$ cat src/core/lvs_defs.svh
`ifndef LVS_DEFS_SVH
`define LVS_DEFS_SVH

// ****************************************************************
// Register offsets (byte addresses)
// ****************************************************************
`define LVS_OFF_CTRL      4'h0
`define LVS_OFF_SETPOINT  4'h4
`define LVS_OFF_COMP      4'h8
`define LVS_OFF_STATUS    4'hC
`define LVS_ADDR_W        4

// ****************************************************************
// Control register fields
// ****************************************************************
`define LVS_CTRL_PUMP_EN   0
`define LVS_CTRL_MULT_LO   1
`define LVS_CTRL_MULT_HI   3
`define LVS_CTRL_COMP_EN   4
`define LVS_CTRL_MEAS_EN   5
`define LVS_CTRL_FILT_EN   6
`define LVS_CTRL_W         7

// ****************************************************************
// Compensation register fields
// ****************************************************************
`define LVS_COMP_T1_LO     0
`define LVS_COMP_T2_LO     3
`define LVS_COMP_T3_LO     6
`define LVS_COMP_T4_LO     9
`define LVS_COMP_SLOPE_LO  12
`define LVS_COMP_SLOPE_HI  15
`define LVS_COMP_W         16

// ****************************************************************
// Reset values
// ****************************************************************
`define LVS_RST_CTRL       7'h00
`define LVS_RST_SETPOINT   9'h000
`define LVS_RST_COMP       16'h0000
`define LVS_RST_READING    8'hFF

// ****************************************************************
// Voltage law, in millivolts
// ****************************************************************
`define LVS_OFFSET_MV      3990
`define LVS_STEP_MV        30
`define LVS_CEILING_MV     12000
`define LVS_MAX_CODE       ((`LVS_CEILING_MV - `LVS_OFFSET_MV) / `LVS_STEP_MV)
`define LVS_ZERO_READING   96

// ****************************************************************
// Timing
// ****************************************************************
`define LVS_CLK_KHZ        100000
`define LVS_CONV_MS        8
`define LVS_PERIOD_MS      1000
`define LVS_CONV_CYCLES    (`LVS_CONV_MS * `LVS_CLK_KHZ)
`define LVS_PERIOD_CYCLES  (`LVS_PERIOD_MS * `LVS_CLK_KHZ)

`endif

$ cat src/core/lvs_pkg.sv
`default_nettype none

package lvs_pkg;

  // ****************************************************************
  // Measurement sequencer states
  // ****************************************************************
  typedef enum logic [1:0] {
    LVS_IDLE,
    LVS_CONVERT,
    LVS_WAIT
  } lvs_meas_state_type;

endpackage

`default_nettype wire

$ cat src/core/lvs_filter.sv
`include "lvs_defs.svh"
`default_nettype none

module lvs_filter
  import lvs_pkg::*;
(
  input  wire logic       clk_i,
  input  wire logic       rst_i,
  input  wire logic       load_i,
  input  wire logic       filter_en_i,
  input  wire logic [7:0] sample_i,
  output logic      [7:0] reading_o
);

  logic [7:0] reading_reg;
  logic [7:0] reading_next;
  logic [9:0] blend;

  // ****************************************************************
  // Smoothing: three quarters old value, one quarter new sample
  // ****************************************************************
  always_comb
  begin
    blend = {2'b00, reading_reg} + {2'b00, reading_reg} + {2'b00, reading_reg}
          + {2'b00, sample_i} + 10'h002;
    if (!filter_en_i || reading_reg == `LVS_RST_READING)
    begin
      reading_next = sample_i;
    end
    else
    begin
      reading_next = blend[9:2];
    end
  end

  always_ff @(posedge clk_i)
  begin
    if (rst_i)
    begin
      reading_reg <= `LVS_RST_READING;
    end
    else if (load_i)
    begin
      reading_reg <= reading_next;
    end
  end

  assign reading_o = reading_reg;

endmodule // lvs_filter

`default_nettype wire

$ cat src/core/lvs_top.sv
`include "lvs_defs.svh"
`default_nettype none

module lvs_top
  import lvs_pkg::*;
#(
  parameter int unsigned CONV_CYCLES   = `LVS_CONV_CYCLES,
  parameter int unsigned PERIOD_CYCLES = `LVS_PERIOD_CYCLES
)
(
  input  wire logic        clk_i,
  input  wire logic        rst_i,
  input  wire logic        wb_cyc_i,
  input  wire logic        wb_stb_i,
  input  wire logic        wb_we_i,
  input  wire logic [31:0] wb_adr_i,
  input  wire logic [3:0]  wb_sel_i,
  input  wire logic [31:0] wb_dat_i,
  output logic      [31:0] wb_dat_o,
  output logic             wb_ack_o,
  input  wire logic [7:0]  sensor_value_i,
  output logic             sensor_run_o,
  output logic             pump_enable_o,
  output logic      [2:0]  pump_multiplier_sel_o,
  output logic             drive_ext_sel_o,
  output logic      [8:0]  drive_code_o
);

  localparam logic [10:0] MAX_CODE = 11'(`LVS_MAX_CODE);
  localparam logic [8:0]  ZERO_RD  = 9'(`LVS_ZERO_READING);

  // ****************************************************************
  // Declarations
  // ****************************************************************
  logic [`LVS_CTRL_W-1:0] ctrl_reg;
  logic [8:0]             setpoint_reg;
  logic [`LVS_COMP_W-1:0] comp_reg;
  logic [31:0]            wb_dat_reg;
  logic                   wb_ack_reg;
  logic                   sensor_run_reg;
  logic                   pump_en_reg;
  logic [2:0]             pump_mult_reg;
  logic                   ext_sel_reg;
  logic [8:0]             drive_code_reg;
  logic [8:0]             drive_code_next;
  logic                   capped_reg;
  logic                   capped_next;
  lvs_meas_state_type     state_reg;
  lvs_meas_state_type     state_next;
  logic [31:0]            count_reg;
  logic [31:0]            count_next;
  logic                   load_sample;
  logic [7:0]             temp_reading;
  logic                   wb_req;
  logic                   wb_wr;
  logic [3:0]             reg_sel;
  logic [31:0]            wmask;
  logic [31:0]            rd_data;
  logic                   pump_enable;
  logic                   temp_comp_enable;
  logic                   temp_measure_enable;
  logic                   temp_filter_enable;
  logic [2:0]             lim1;
  logic [2:0]             lim2;
  logic [2:0]             lim3;
  logic [2:0]             lim4;
  logic                   limits_ok;
  logic signed [3:0]      slope;
  logic signed [8:0]      temp_delta;
  logic signed [12:0]     comp_prod;
  logic signed [9:0]      comp_scaled;
  logic signed [8:0]      temp_comp_term;
  logic signed [10:0]     code_sum;

  assign pump_enable         = ctrl_reg[`LVS_CTRL_PUMP_EN];
  assign temp_comp_enable    = ctrl_reg[`LVS_CTRL_COMP_EN];
  assign temp_measure_enable = ctrl_reg[`LVS_CTRL_MEAS_EN];
  assign temp_filter_enable  = ctrl_reg[`LVS_CTRL_FILT_EN];
  assign lim1  = comp_reg[`LVS_COMP_T1_LO +: 3];
  assign lim2  = comp_reg[`LVS_COMP_T2_LO +: 3];
  assign lim3  = comp_reg[`LVS_COMP_T3_LO +: 3];
  assign lim4  = comp_reg[`LVS_COMP_T4_LO +: 3];
  assign slope = comp_reg[`LVS_COMP_SLOPE_HI:`LVS_COMP_SLOPE_LO];

  // ****************************************************************
  // Wishbone decode
  // ****************************************************************
  assign wb_req  = wb_cyc_i && wb_stb_i && !wb_ack_reg;
  assign wb_wr   = wb_req && wb_we_i;
  assign reg_sel = wb_adr_i[`LVS_ADDR_W-1:0];
  assign wmask   = {{8{wb_sel_i[3]}}, {8{wb_sel_i[2]}}, {8{wb_sel_i[1]}}, {8{wb_sel_i[0]}}};

  always_ff @(posedge clk_i)
  begin
    if (rst_i)
    begin
      wb_ack_reg <= 1'b0;
    end
    else
    begin
      wb_ack_reg <= wb_req;
    end
  end

  always_comb
  begin
    rd_data = 32'h0000_0000;
    if (wb_adr_i[31:`LVS_ADDR_W] == '0)
    begin
      case (reg_sel)
        `LVS_OFF_CTRL:     rd_data[`LVS_CTRL_W-1:0] = ctrl_reg;
        `LVS_OFF_SETPOINT: rd_data[8:0] = setpoint_reg;
        `LVS_OFF_COMP:     rd_data[`LVS_COMP_W-1:0] = comp_reg;
        `LVS_OFF_STATUS:   rd_data = {12'h000, capped_reg, drive_code_reg,
                                      1'b0, sensor_run_reg, temp_reading};
        default:           rd_data = 32'h0000_0000;
      endcase
    end
  end

  always_ff @(posedge clk_i)
  begin
    if (rst_i)
    begin
      wb_dat_reg <= 32'h0000_0000;
    end
    else if (wb_req && !wb_we_i)
    begin
      wb_dat_reg <= rd_data;
    end
  end

  // ****************************************************************
  // Control registers
  // ****************************************************************
  always_ff @(posedge clk_i)
  begin
    if (rst_i)
    begin
      ctrl_reg <= `LVS_RST_CTRL;
    end
    else if (wb_wr && wb_adr_i[31:`LVS_ADDR_W] == '0 && reg_sel == `LVS_OFF_CTRL)
    begin
      ctrl_reg <= (ctrl_reg & ~wmask[`LVS_CTRL_W-1:0])
                | (wb_dat_i[`LVS_CTRL_W-1:0] & wmask[`LVS_CTRL_W-1:0]);
    end
  end

  always_ff @(posedge clk_i)
  begin
    if (rst_i)
    begin
      setpoint_reg <= `LVS_RST_SETPOINT;
    end
    else if (wb_wr && wb_adr_i[31:`LVS_ADDR_W] == '0 && reg_sel == `LVS_OFF_SETPOINT)
    begin
      setpoint_reg <= (setpoint_reg & ~wmask[8:0]) | (wb_dat_i[8:0] & wmask[8:0]);
    end
  end

  always_ff @(posedge clk_i)
  begin
    if (rst_i)
    begin
      comp_reg <= `LVS_RST_COMP;
    end
    else if (wb_wr && wb_adr_i[31:`LVS_ADDR_W] == '0 && reg_sel == `LVS_OFF_COMP)
    begin
      comp_reg <= (comp_reg & ~wmask[`LVS_COMP_W-1:0])
                | (wb_dat_i[`LVS_COMP_W-1:0] & wmask[`LVS_COMP_W-1:0]);
    end
  end

  // ****************************************************************
  // Temperature measurement sequencer
  // ****************************************************************
  always_comb
  begin
    state_next  = state_reg;
    count_next  = count_reg;
    load_sample = 1'b0;
    case (state_reg)
      LVS_IDLE:
      begin
        count_next = 32'h0000_0000;
        if (temp_measure_enable)
        begin
          state_next = LVS_CONVERT;
        end
      end
      LVS_CONVERT:
      begin
        count_next = count_reg + 32'h0000_0001;
        if (count_reg == CONV_CYCLES - 1)
        begin
          load_sample = 1'b1;
          state_next  = LVS_WAIT;
        end
      end
      LVS_WAIT:
      begin
        count_next = count_reg + 32'h0000_0001;
        if (count_reg == PERIOD_CYCLES - 1)
        begin
          count_next = 32'h0000_0000;
          state_next = LVS_CONVERT;
        end
      end
      default:
      begin
        state_next = LVS_IDLE;
        count_next = 32'h0000_0000;
      end
    endcase
    if (!temp_measure_enable)
    begin
      state_next  = LVS_IDLE;
      count_next  = 32'h0000_0000;
      load_sample = 1'b0;
    end
  end

  always_ff @(posedge clk_i)
  begin
    if (rst_i)
    begin
      state_reg <= LVS_IDLE;
      count_reg <= 32'h0000_0000;
    end
    else
    begin
      state_reg <= state_next;
      count_reg <= count_next;
    end
  end

  always_ff @(posedge clk_i)
  begin
    if (rst_i)
    begin
      sensor_run_reg <= 1'b0;
    end
    else
    begin
      sensor_run_reg <= (state_next == LVS_CONVERT);
    end
  end

  lvs_filter u_filter (
    .clk_i       (clk_i),
    .rst_i       (rst_i),
    .load_i      (load_sample),
    .filter_en_i (temp_filter_enable),
    .sample_i    (sensor_value_i),
    .reading_o   (temp_reading)
  );

  // ****************************************************************
  // Compensation term and drive code
  // ****************************************************************
  // Limit ordering check
  assign limits_ok = (lim1 < lim2) && (lim3 < lim4);

  always_comb
  begin
    temp_delta  = $signed({1'b0, temp_reading}) - $signed(ZERO_RD);
    comp_prod   = 13'(temp_delta * slope);
    comp_scaled = 10'(comp_prod >>> 3);
    if (comp_scaled > 10'sd255)
    begin
      temp_comp_term = 9'sd255;
    end
    else if (comp_scaled < -10'sd256)
    begin
      temp_comp_term = 9'sh100;
    end
    else
    begin
      temp_comp_term = comp_scaled[8:0];
    end
    if (!pump_enable || !temp_comp_enable || !limits_ok
        || temp_reading == `LVS_RST_READING)
    begin
      temp_comp_term = 9'sd0;
    end
    code_sum = $signed({2'b00, setpoint_reg}) + 11'(temp_comp_term);
    capped_next = 1'b0;
    if (code_sum < 11'sd0)
    begin
      drive_code_next = 9'h000;
    end
    else if (code_sum > $signed(MAX_CODE))
    begin
      drive_code_next = MAX_CODE[8:0];
      capped_next     = 1'b1;
    end
    else
    begin
      drive_code_next = code_sum[8:0];
    end
    if (!pump_enable)
    begin
      drive_code_next = 9'h000;
      capped_next     = 1'b0;
    end
  end

  always_ff @(posedge clk_i)
  begin
    if (rst_i)
    begin
      drive_code_reg <= 9'h000;
      capped_reg     <= 1'b0;
    end
    else
    begin
      drive_code_reg <= drive_code_next;
      capped_reg     <= capped_next;
    end
  end

  // ****************************************************************
  // Supply selection and pump control
  // ****************************************************************
  always_ff @(posedge clk_i)
  begin
    if (rst_i)
    begin
      pump_en_reg   <= 1'b0;
      pump_mult_reg <= 3'h0;
      ext_sel_reg   <= 1'b1;
    end
    else
    begin
      pump_en_reg   <= pump_enable;
      ext_sel_reg   <= !pump_enable;
      pump_mult_reg <= ctrl_reg[`LVS_CTRL_MULT_HI:`LVS_CTRL_MULT_LO];
    end
  end

  assign wb_dat_o              = wb_dat_reg;
  assign wb_ack_o              = wb_ack_reg;
  assign sensor_run_o          = sensor_run_reg;
  assign pump_enable_o         = pump_en_reg;
  assign pump_multiplier_sel_o = pump_mult_reg;
  assign drive_ext_sel_o       = ext_sel_reg;
  assign drive_code_o          = drive_code_reg;

endmodule // lvs_top

`default_nettype wire

$ cat config.mk
export PLATFORM = sky130hd
export DESIGN_NAME = lvs_top
export DESIGN_NICKNAME = d
export VERILOG_FILES = /design/src/core/lvs_pkg.sv /design/src/core/lvs_filter.sv /design/src/core/lvs_top.sv
export VERILOG_INCLUDE_DIRS = /design/src /design/src/core
export SDC_FILE = /design/constraint.sdc
export NUM_CORES = 1
export LEC_CHECK = 0
export BUFFER_PORTS_ARGS = -buffer_cell sky130_fd_sc_hd__buf_2
export CORE_MARGIN = 2
export CORE_UTILIZATION = 40
export DETAILED_ROUTE_END_ITERATION = 8
export GPL_ROUTABILITY_DRIVEN = 1
export HOLD_SLACK_MARGIN = 0.1
export PLACE_DENSITY = 0.66
export SYNTH_ARGS = -nofsm -noshare
export SYNTH_HDL_FRONTEND = slang
export SYNTH_SLANG_ARGS = --single-unit
$ cat constraint.sdc
create_clock -name clk_i -period 7.1 [get_ports clk_i]
set_clock_uncertainty 0.05 [all_clocks]
set_input_delay 1.775 -clock clk_i [delete_from_list [all_inputs] [get_ports clk_i]]
set_output_delay 1.775 -clock clk_i [all_outputs]
set_load 0.05 [all_outputs]
==> results.sh, run 1 <==
export IMPL_status="finished clean"
export IMPL_clockBufferDepth=2
export IMPL_cp_arrival_ns=6.70
export IMPL_syn2layout_area_growth_pct=13.3
export IMPL_die_area_um2=18900
export IMPL_worst_setup_path_end_kind="register"
export IMPL_place_hpwl_um=12700
export IMPL_yosys_warnings=0
export IMPL_drv_slew=0
export IMPL_finalSetupTns_ns=0
export IMPL_synth_commonest_cells="127 x nor2_1, 111 x dfxtp_1, 52 x ha_1, 35 x mux2i_1, 32 x inv_1"
export IMPL_hold_path_class="register to register"
export IMPL_cellPowerDensity_nw_per_um2=149
export IMPL_cts_tree="yes"
export IMPL_cts_num_sinks=111
export IMPL_boundaryPins=129
export IMPL_hold_violations=0
export IMPL_overflow=0
export IMPL_grt_use_total_pct=17.8
export IMPL_wire_per_inst_um=15.0
export IMPL_clk_pin_slew_ns=0.08
export IMPL_syn_area_um2=7130
export IMPL_grt_pass1_wl_um=26500
export IMPL_vias=5833
export IMPL_synth_top_area_cell="dfxtp_1"
export IMPL_viasPerCell=5.29
export IMPL_grt_max_degree=45
export IMPL_layout_min_cycle_time_ns=6.51
export IMPL_drive_gt1_share_pct=17.3
export IMPL_cts_setup_buffers=0
export IMPL_hold_buffers=0
export IMPL_rsz0062_at_grt="false"
export IMPL_synthCells=785
export IMPL_tightest_slew_ns=1.08
export IMPL_path_class="register to register"
export IMPL_fin_crit_sh_pct=91.7
export IMPL_synth_flop_cell="dfxtp_1"
export IMPL_antenna_cells=0
export IMPL_yosys_cell_types_count=68
export IMPL_wl_um=16500
export IMPL_grt_pass1_vias=5416
export IMPL_antenna_found_initial=1
export IMPL_vdd_drop_max_uv=116
export IMPL_synth_edf_count=0
export IMPL_ys_seq_area_share_pct=31.1
export IMPL_drt_pre_antenna_iters=5
export IMPL_clockRootBuffer="clkbuf_16"
export IMPL_synthArstFlopShare_pct=0
export IMPL_finalCoreUtilization_pct=46.6
export IMPL_power_leakage_nw=3.50
export IMPL_place_gp_congestion=0.868
export IMPL_clkLatencyLatePin_ns=0.36
export IMPL_final_antenna_net_count=0
export IMPL_setup_violations=0
export IMPL_fp_dieW_um=138
export IMPL_max_freq_mhz=154
export IMPL_cts_resized=0
export IMPL_coreArea_um2=17400
export IMPL_drv_cap=0
export IMPL_slew_headroom_pct=27.7
export IMPL_synth_area_leaders="dfxtp_1 31%, ha_1 9.1%, fa_1 6.7%"
export IMPL_worstPathRequired_ns=7.29
export IMPL_synth_top_area_share_pct=31.1
export IMPL_cts_htree_levels=3
export IMPL_drtIter0Drc=349
export IMPL_cp_max_fo=10
export IMPL_cts_buffers=9
export IMPL_yosysMostFrequentCell="nor2_1"
export IMPL_finalNetCount=1030
export IMPL_drcViolationCount=0
export IMPL_rows=48
export IMPL_die_h_um=138
export IMPL_start_kind="register"
export IMPL_syn_avg_cell_area_um2=9.09
export IMPL_port_buffers=98
export IMPL_start_util_pct=41.1
export IMPL_ys_ff_latch=111
[report_power, final]
| group | internal, mW | switching (mW) | total [mW] | leakage [nW] |
|---|---|---|---|---|
| combinational | 0.0258 | 0.0455 | 0.0713 | 2.46 |
| sequential | 0.622 | 0.000215 | 0.622 | 0.894 |
| clock | 0.249 | 0.261 | 0.510 | 0.140 |
[final timing paths]
path,startpoint,endpoint,slack (ns),depth (start not counted)
setup / recovery,register,drive_code_o[4]$_SDFF_PP0_,0.59,23
hold / removal,count_reg[0]$_SDFF_PP0_,count_reg[0]$_SDFF_PP0_,0.43,1
setup reg to reg,register,drive_code_o[4]$_SDFF_PP0_,0.59,23
hold reg to reg,count_reg[0]$_SDFF_PP0_,count_reg[0]$_SDFF_PP0_,0.43,1
[metrics by stage]
| step | setup WS [ns] | cells | area, um2 | total power, mW | hold slack [ns] |
|---|---|---|---|---|---|
| after floorplan | 1.23 | 796 | 7180 | 0.685 | 0.388 |
| after global placement | 0.754 | 1087 | 7780 | 0.708 | 0.408 |
| after detailed placement | 0.697 | 1087 | 7780 | 0.709 | 0.418 |
| after CTS | 0.653 | 1103 | 8090 | 1.22 | 0.437 |
| after global routing | 0.0237 | 1103 | 8090 | 1.24 | 0.455 |
| final | 0.592 | 1103 | 8090 | 1.20 | 0.427 |
[routing by layer]
layer | wire length, um | global-route usage, %
met5 | 0 | 0
met4 | 240 | 5.38
met3 | 1030 | 3.27
met2 | 7480 | 29.7
met1 | 7760 | 23.4
[layout by cell type (no fill, tap or decap), drive strengths merged, types with 22 or more instances in the layout]
cell	Yosys	final
xor2	27	27
a21oi	29	29
xnor2	24	24
fa	24	24
dfxtp	111	111
mux2i	35	35
inv	32	34
ha	52	52
nor2	129	129
buf	22	105
o21ai	22	22
nand3	26	26
nand2	28	28
[cell families after synthesis]
| kind of cell | count (synthesis) | synth area share (%) |
|---|---|---|
| flops | 111 | 31.1 |
| compound gates | 131 | 12.9 |
| buf+inv | 71 | 4.72 |
| mux | 45 | 7.59 |
| xor+xnor | 51 | 6.26 |
| other cells | 1 | 0.0526 |
| simple gates | 299 | 21.5 |
| fa+ha+maj | 76 | 15.9 |
[critical path: stages, from the launching register on]
cell and delay (ns):
dfxtp_1 0.61, nand2_1 0.13, fa_1 0.47, fa_1 0.54, inv_1 0.05, fa_1 0.50
ha_1 0.18, inv_1 0.06, fa_1 0.39, nor2b_1 0.12, o21ai_0 0.10, a21oi_1 0.24
a21oi_1 0.11, o21ai_1 0.30, nand2_1 0.30, a21oi_1 0.32, ha_1 0.28, a211oi_1 0.21
buf_4 0.18, o21a_1 0.12, o221ai_1 0.14, nor4_1 0.40, o21ai_0 0.26, nor4_1 0.31
[area by class of cell]
| type | count | area (um2) |
|---|---|---|
| Timing Repair Buffer | 105 | 543 |
| Inverter | 32 | 120 |
| Clock inverter | 7 | 76.3 |
| Clock buffer | 9 | 225 |
| Sequential cell | 111 | 2220 |
| Fill cell | 1679 | 9270 |
| Tap cell | 225 | 282 |
| Multi-Input combinational cell | 614 | 4620 |
Power figures use the tool's default switching activity.
==> inputs of run 2 (changes only) <==
Settings changed: CORE_UTILIZATION 40 to 57, MAX_ROUTING_LAYER set to met4, PLACE_DENSITY 0.66 to 0.87.
==> results.sh, run 2 (same netlist as run 1, synthesis figures left out) <==
export IMPL_cts_tree="yes"
export IMPL_start_util_pct=58.9
export IMPL_fin_crit_sh_pct=92.0
export IMPL_stdcell_count=1045
export IMPL_worst_setup_path_end_kind="register"
export IMPL_clk_pin_slew_ns=0.08
export IMPL_finalNetCount=1029
export IMPL_port_buffers=98
export IMPL_crit_chain="nand2_1 > fa_1 > fa_1 > inv_1 > fa_1 > ha_1 > inv_1 > fa_1 > nor2b_1 > o21ai_0 > a21oi_1 > a21oi_1 > o21ai_1 > nand2_1 > a21oi_1 > ha_1 > a211oi_2 > o21a_1 > o221ai_1 > nor4_1 > o21ai_0 > nor3b_1"
export IMPL_cp_common_cell="fa_1"
export IMPL_place_hpwl_um=12600
export IMPL_timing_hold_ws_ns=0.417
export IMPL_wl_um=16800
export IMPL_antenna_found_initial=0
export IMPL_swShare_pct=24.8
export IMPL_fp_dieW_um=116
export IMPL_total_power_mw=1.19
export IMPL_coreArea_um2=12100
export IMPL_clockRootBuffer="clkbuf_16"
export IMPL_antenna_cells=0
export IMPL_place_gp_congestion=0.936
export IMPL_placed_area_um2=7700
export IMPL_max_freq_mhz=153
export IMPL_layout_commonest_cell="nor2_1"
export IMPL_drtIter0Drc=638
export IMPL_final_antenna_net_count=0
export IMPL_drcViolationCount=0
export IMPL_vias=6026
export IMPL_clockPowerShare_pct=41.5
export IMPL_drv_slew=0
export IMPL_crit_slowest_cell="dfxtp_1"
export IMPL_boundaryPins=129
export IMPL_final_cell_mix="127 x nor2_1, 111 x dfxtp_1, 98 x buf_2, 52 x ha_1, 35 x mux2i_1"
export IMPL_grt_max_degree=71
export IMPL_grt_use_total_pct=26.4
export IMPL_grt_pass1_vias=5780
export IMPL_hold_path_class="register to register"
export IMPL_drv_cap=0
export IMPL_hold_violations=0
export IMPL_clockBufferDepth=2
export IMPL_path_class="register to register"
export IMPL_finalCoreUtilization_pct=66.1
export IMPL_die_h_um=116
export IMPL_internal_power_mw=0.894
export IMPL_finalSetupTns_ns=0
export IMPL_cellPowerDensity_nw_per_um2=148
export IMPL_grt_pass1_wl_um=27400
export IMPL_clkLatencyLatePin_ns=0.36
export IMPL_critPathMaxStageDelay_ns=0.59
export IMPL_drt_pre_antenna_iters=8
export IMPL_cts_num_sinks=111
export IMPL_status="finished clean"
export IMPL_p_seq_share_pct=52.4
export IMPL_start_kind="register"
export IMPL_vdd_drop_max_uv=122
export IMPL_cp_arrival_ns=6.72
export IMPL_viasPerCell=5.77
export IMPL_power_leakage_nw=3.49
export IMPL_cts_htree_levels=3
export IMPL_slew_headroom_pct=28.5
export IMPL_p_switching_mw=0.294
export IMPL_rsz0062_at_grt="false"
export IMPL_hold_buffers=0
export IMPL_dp_cells=1029
export IMPL_cts_buffers=9
export IMPL_cp_num_buf_inv=2
export IMPL_nFillCells=950
export IMPL_overflow=0
export IMPL_combPwrFrac_pct=6.1
export IMPL_worstPathRequired_ns=7.28
export IMPL_syn2layout_area_growth_pct=12.2
export IMPL_drive_gt1_share_pct=17.3
export IMPL_die_area_um2=13400
export IMPL_rows=40
export IMPL_layout_min_cycle_time_ns=6.53
export IMPL_setup_violations=0
export IMPL_dp_slack_ns=0.682
export IMPL_wire_per_inst_um=16.1
export IMPL_critical_path_top_delay_family="adder cells"
export IMPL_cp_max_fo=10
export IMPL_worstHoldStart="wb_ack_o$_SDFF_PP0_"
export IMPL_final_area_um2=8010
export IMPL_tightest_slew_ns=1.07
export IMPL_fin_ws_ns=0.566
run 2: cell type report:
type / instances / area (um2) / area share, %
multi-input combinational: 614 / 4620 / 57.7
sequential: 111 / 2220 / 27.8
timing repair buffer: 104 / 536 / 6.69
clock buffer: 9 / 225 / 2.81
tap: 168 / 210 / 2.63
inverter: 32 / 120 / 1.50
clock inverter: 7 / 71.3 / 0.891
run 2: worst paths after layout:
| path | to | slack (ns) | cells past startpoint |
|---|---|---|---|
| setup reg to reg | drive_code_o[5]$_SDFF_PP0_ | 0.57 | 22 |
| setup / recovery | drive_code_o[5]$_SDFF_PP0_ | 0.57 | 22 |
| hold / removal | wb_ack_o$_SDFF_PP0_ | 0.42 | 1 |
| hold reg to reg | wb_ack_o$_SDFF_PP0_ | 0.42 | 1 |
run 2: timing repair:
item / 4_1_cts / 5_1_grt
endpoints found under the setup margin: 0 / 5
buffers inserted: 0 / 0
resized for setup: 0 / 1
run 2: layer usage:
layer,wire (um),global-route usage (%),vias up
met3,1180,4.76,42
met1,7100,31.0,2798
li1,-,-,2931
met5,0,-,-
met2,8000,44.9,255
met4,529,10.6,0
run 2: power groups by stage:
stage | Combinational [mW] | Clock [mW] | Sequential [mW]
3_3_place_gp | 0.0703 | 0 | 0.637
4_1_cts | 0.0720 | 0.501 | 0.622
6_report | 0.0726 | 0.494 | 0.622
3_5_place_dp | 0.0718 | 0 | 0.637
2_1_floorplan | 0.0477 | 0 | 0.638
5_1_grt | 0.0788 | 0.528 | 0.622
==> inputs of run 3 (changes only) <==
Settings changed: BUFFER_PORTS_ARGS -buffer_cell sky130_fd_sc_hd__buf_2 to unset, CORE_UTILIZATION 57 to 60, DONT_BUFFER_PORTS set to 1, PLACE_DENSITY 0.87 to 0.82.
==> results.sh, run 3 (same netlist as run 1, synthesis figures left out) <==
export IMPL_status="complete, but fails checks"
export IMPL_violations="design-rule violations"
export IMPL_drtIter0Drc=423
export IMPL_grt_max_degree=71
export IMPL_clockRootBuffer="clkbuf_16"
export IMPL_overflow=0
export IMPL_hold_path_class="register to register"
export IMPL_drcViolationCount=19
export IMPL_rsz0062_at_grt="false"
export IMPL_path_class="register to register"
export IMPL_layout_min_cycle_time_ns=6.40
export IMPL_max_freq_mhz=156
export IMPL_cp_arrival_ns=6.58
export IMPL_final_cell_mix="127 x nor2_1, 109 x dfxtp_1, 52 x ha_1, 35 x mux2i_1, 32 x inv_1"
export IMPL_die_h_um=113
export IMPL_highest_layer="met4"
export IMPL_tightest_slew_ns=1.16
export IMPL_boundaryPins=129
export IMPL_slew_headroom_pct=22.1
export IMPL_syn2layout_area_growth_pct=5.03
export IMPL_cts_tree="yes"
export IMPL_place_gp_congestion=0.907
export IMPL_grt_use_total_pct=27.7
export IMPL_final_antenna_net_count=0
export IMPL_drive_gt1_share_pct=6.83
export IMPL_layout_commonest_cell="nor2_1"
export IMPL_seq_area_um2=2220
export IMPL_wl_um=16800
export IMPL_cts_htree_levels=3
export IMPL_stdcell_count=919
export IMPL_fp_dieW_um=113
export IMPL_vias=5756
export IMPL_route_met3_wl_um=1350
export IMPL_setup_violations=0
export IMPL_cts_setup_buffers=0
export IMPL_cellPowerDensity_nw_per_um2=162
export IMPL_clockBufferDepth=2
export IMPL_cts_num_sinks=111
export IMPL_worstPathRequired_ns=7.28
export IMPL_worst_setup_path_end_kind="register"
export IMPL_power_leakage_nw=3.06
export IMPL_wire_per_inst_um=18.3
export IMPL_nFillCells=947
export IMPL_finalNetCount=928
export IMPL_drv_slew=0
export IMPL_hold_violations=0
export IMPL_cts_buffers=9
export IMPL_vdd_drop_max_uv=119
export IMPL_cp_max_fo=9
export IMPL_clkLatencyLatePin_ns=0.36
export IMPL_drt_met1_wl_um=6700
export IMPL_coreArea_um2=11500
export IMPL_start_kind="register"
export IMPL_antenna_cells=0
export IMPL_drv_cap=0
export IMPL_place_hpwl_um=12900
export IMPL_hold_buffers=0
export IMPL_grt_pass1_wl_um=27500
export IMPL_rows=39
export IMPL_drt_pre_antenna_iters=9
export IMPL_dp_cells=903
export IMPL_fin_crit_sh_pct=90.2
export IMPL_start_util_pct=62.0
export IMPL_antenna_found_initial=0
export IMPL_port_buffers=0
export IMPL_clk_pin_slew_ns=0.08
export IMPL_finalSetupTns_ns=0
export IMPL_die_area_um2=12800
export IMPL_multi_input_area_um2=4620
export IMPL_viasPerCell=6.26
export IMPL_grt_pass1_vias=5765
export IMPL_dr_wl_met2_um=8240
## run 3: per-stage QoR
step / power [mW] / worst slack, ns / util [%] / area, um2 / hold slack, ns
CTS: 1.21 / 0.416 / 65.0 / 7490 / 0.430
global route: 1.24 / 0.00875 / 65.1 / 7490 / 0.459
detailed placement: 0.678 / 0.435 / 62.2 / 7160 / 0.417
finish: 1.21 / 0.698 / 65.1 / 7490 / 0.430
floorplan: 0.685 / 1.23 / - / 7180 / 0.388
global placement: 0.676 / 0.634 / 62.2 / 7160 / 0.405
## run 3: final timing paths
check / depth (start not counted) / to / startpoint / slack [ns]
worst max-delay path: 23 / drive_code_o[4]$_SDFF_PP0_ / u_filter.reading_o[1]$_SDFFE_PP1P_ / 0.70
worst min-delay path: 2 / wb_dat_o[19]$_SDFFE_PP0P_ / capped_reg$_SDFF_PP0_ / 0.43
worst max register to register: 23 / drive_code_o[4]$_SDFF_PP0_ / u_filter.reading_o[1]$_SDFFE_PP1P_ / 0.70
worst min register to register: 2 / wb_dat_o[19]$_SDFFE_PP0P_ / capped_reg$_SDFF_PP0_ / 0.43
## run 3: worst max-delay path, cell delays in order (launching register included)
cell and delay (ns):
dfxtp_1 0.57, nand2_1 0.14, fa_1 0.50, fa_1 0.54, inv_1 0.06, fa_1 0.50, ha_1 0.17, inv_1 0.06
fa_1 0.39, nor2b_1 0.14, o21ai_0 0.10, a21oi_1 0.24, a21oi_1 0.12, o21ai_1 0.28, nand2_1 0.28, a21oi_1 0.31
ha_1 0.31, a211oi_2 0.34, o21ai_0 0.16, a31oi_1 0.27, o21ba_2 0.23, nor2_1 0.06, mux2i_1 0.35, nor4_1 0.11
## run 3: layout make-up
cell class              instances  share of cell area, %
clock buffers                  10                   3.19
clock inverters                 6                   1.15
inverters                      32                   1.60
multi-input cells             614                   61.7
flip-flops and latches        111                   29.7
well taps                     143                   2.39
repair buffers                  3                  0.301
## run 3: power by group
group          switching [mW]  leakage (nW)  internal [mW]  total [mW]
combinational          0.0263          2.00         0.0139      0.0402
sequential            0.00109         0.895          0.622       0.623
clock                   0.254         0.160          0.294       0.548
## run 3: timing repair
action,4_1_cts,5_1_grt
resized for setup,0,3
hold endpoints to repair,0,0
setup endpoints to repair,0,10
## run 3: layer usage
| layer | vias up | global-route usage [%] |
|---|---|---|
| li1 | 2727 | - |
| met1 | 2737 | 31.2 |
| met2 | 244 | 47.5 |
| met3 | 48 | 7.02 |
| met4 | 0 | 10.0 |
| met5 | - | - |
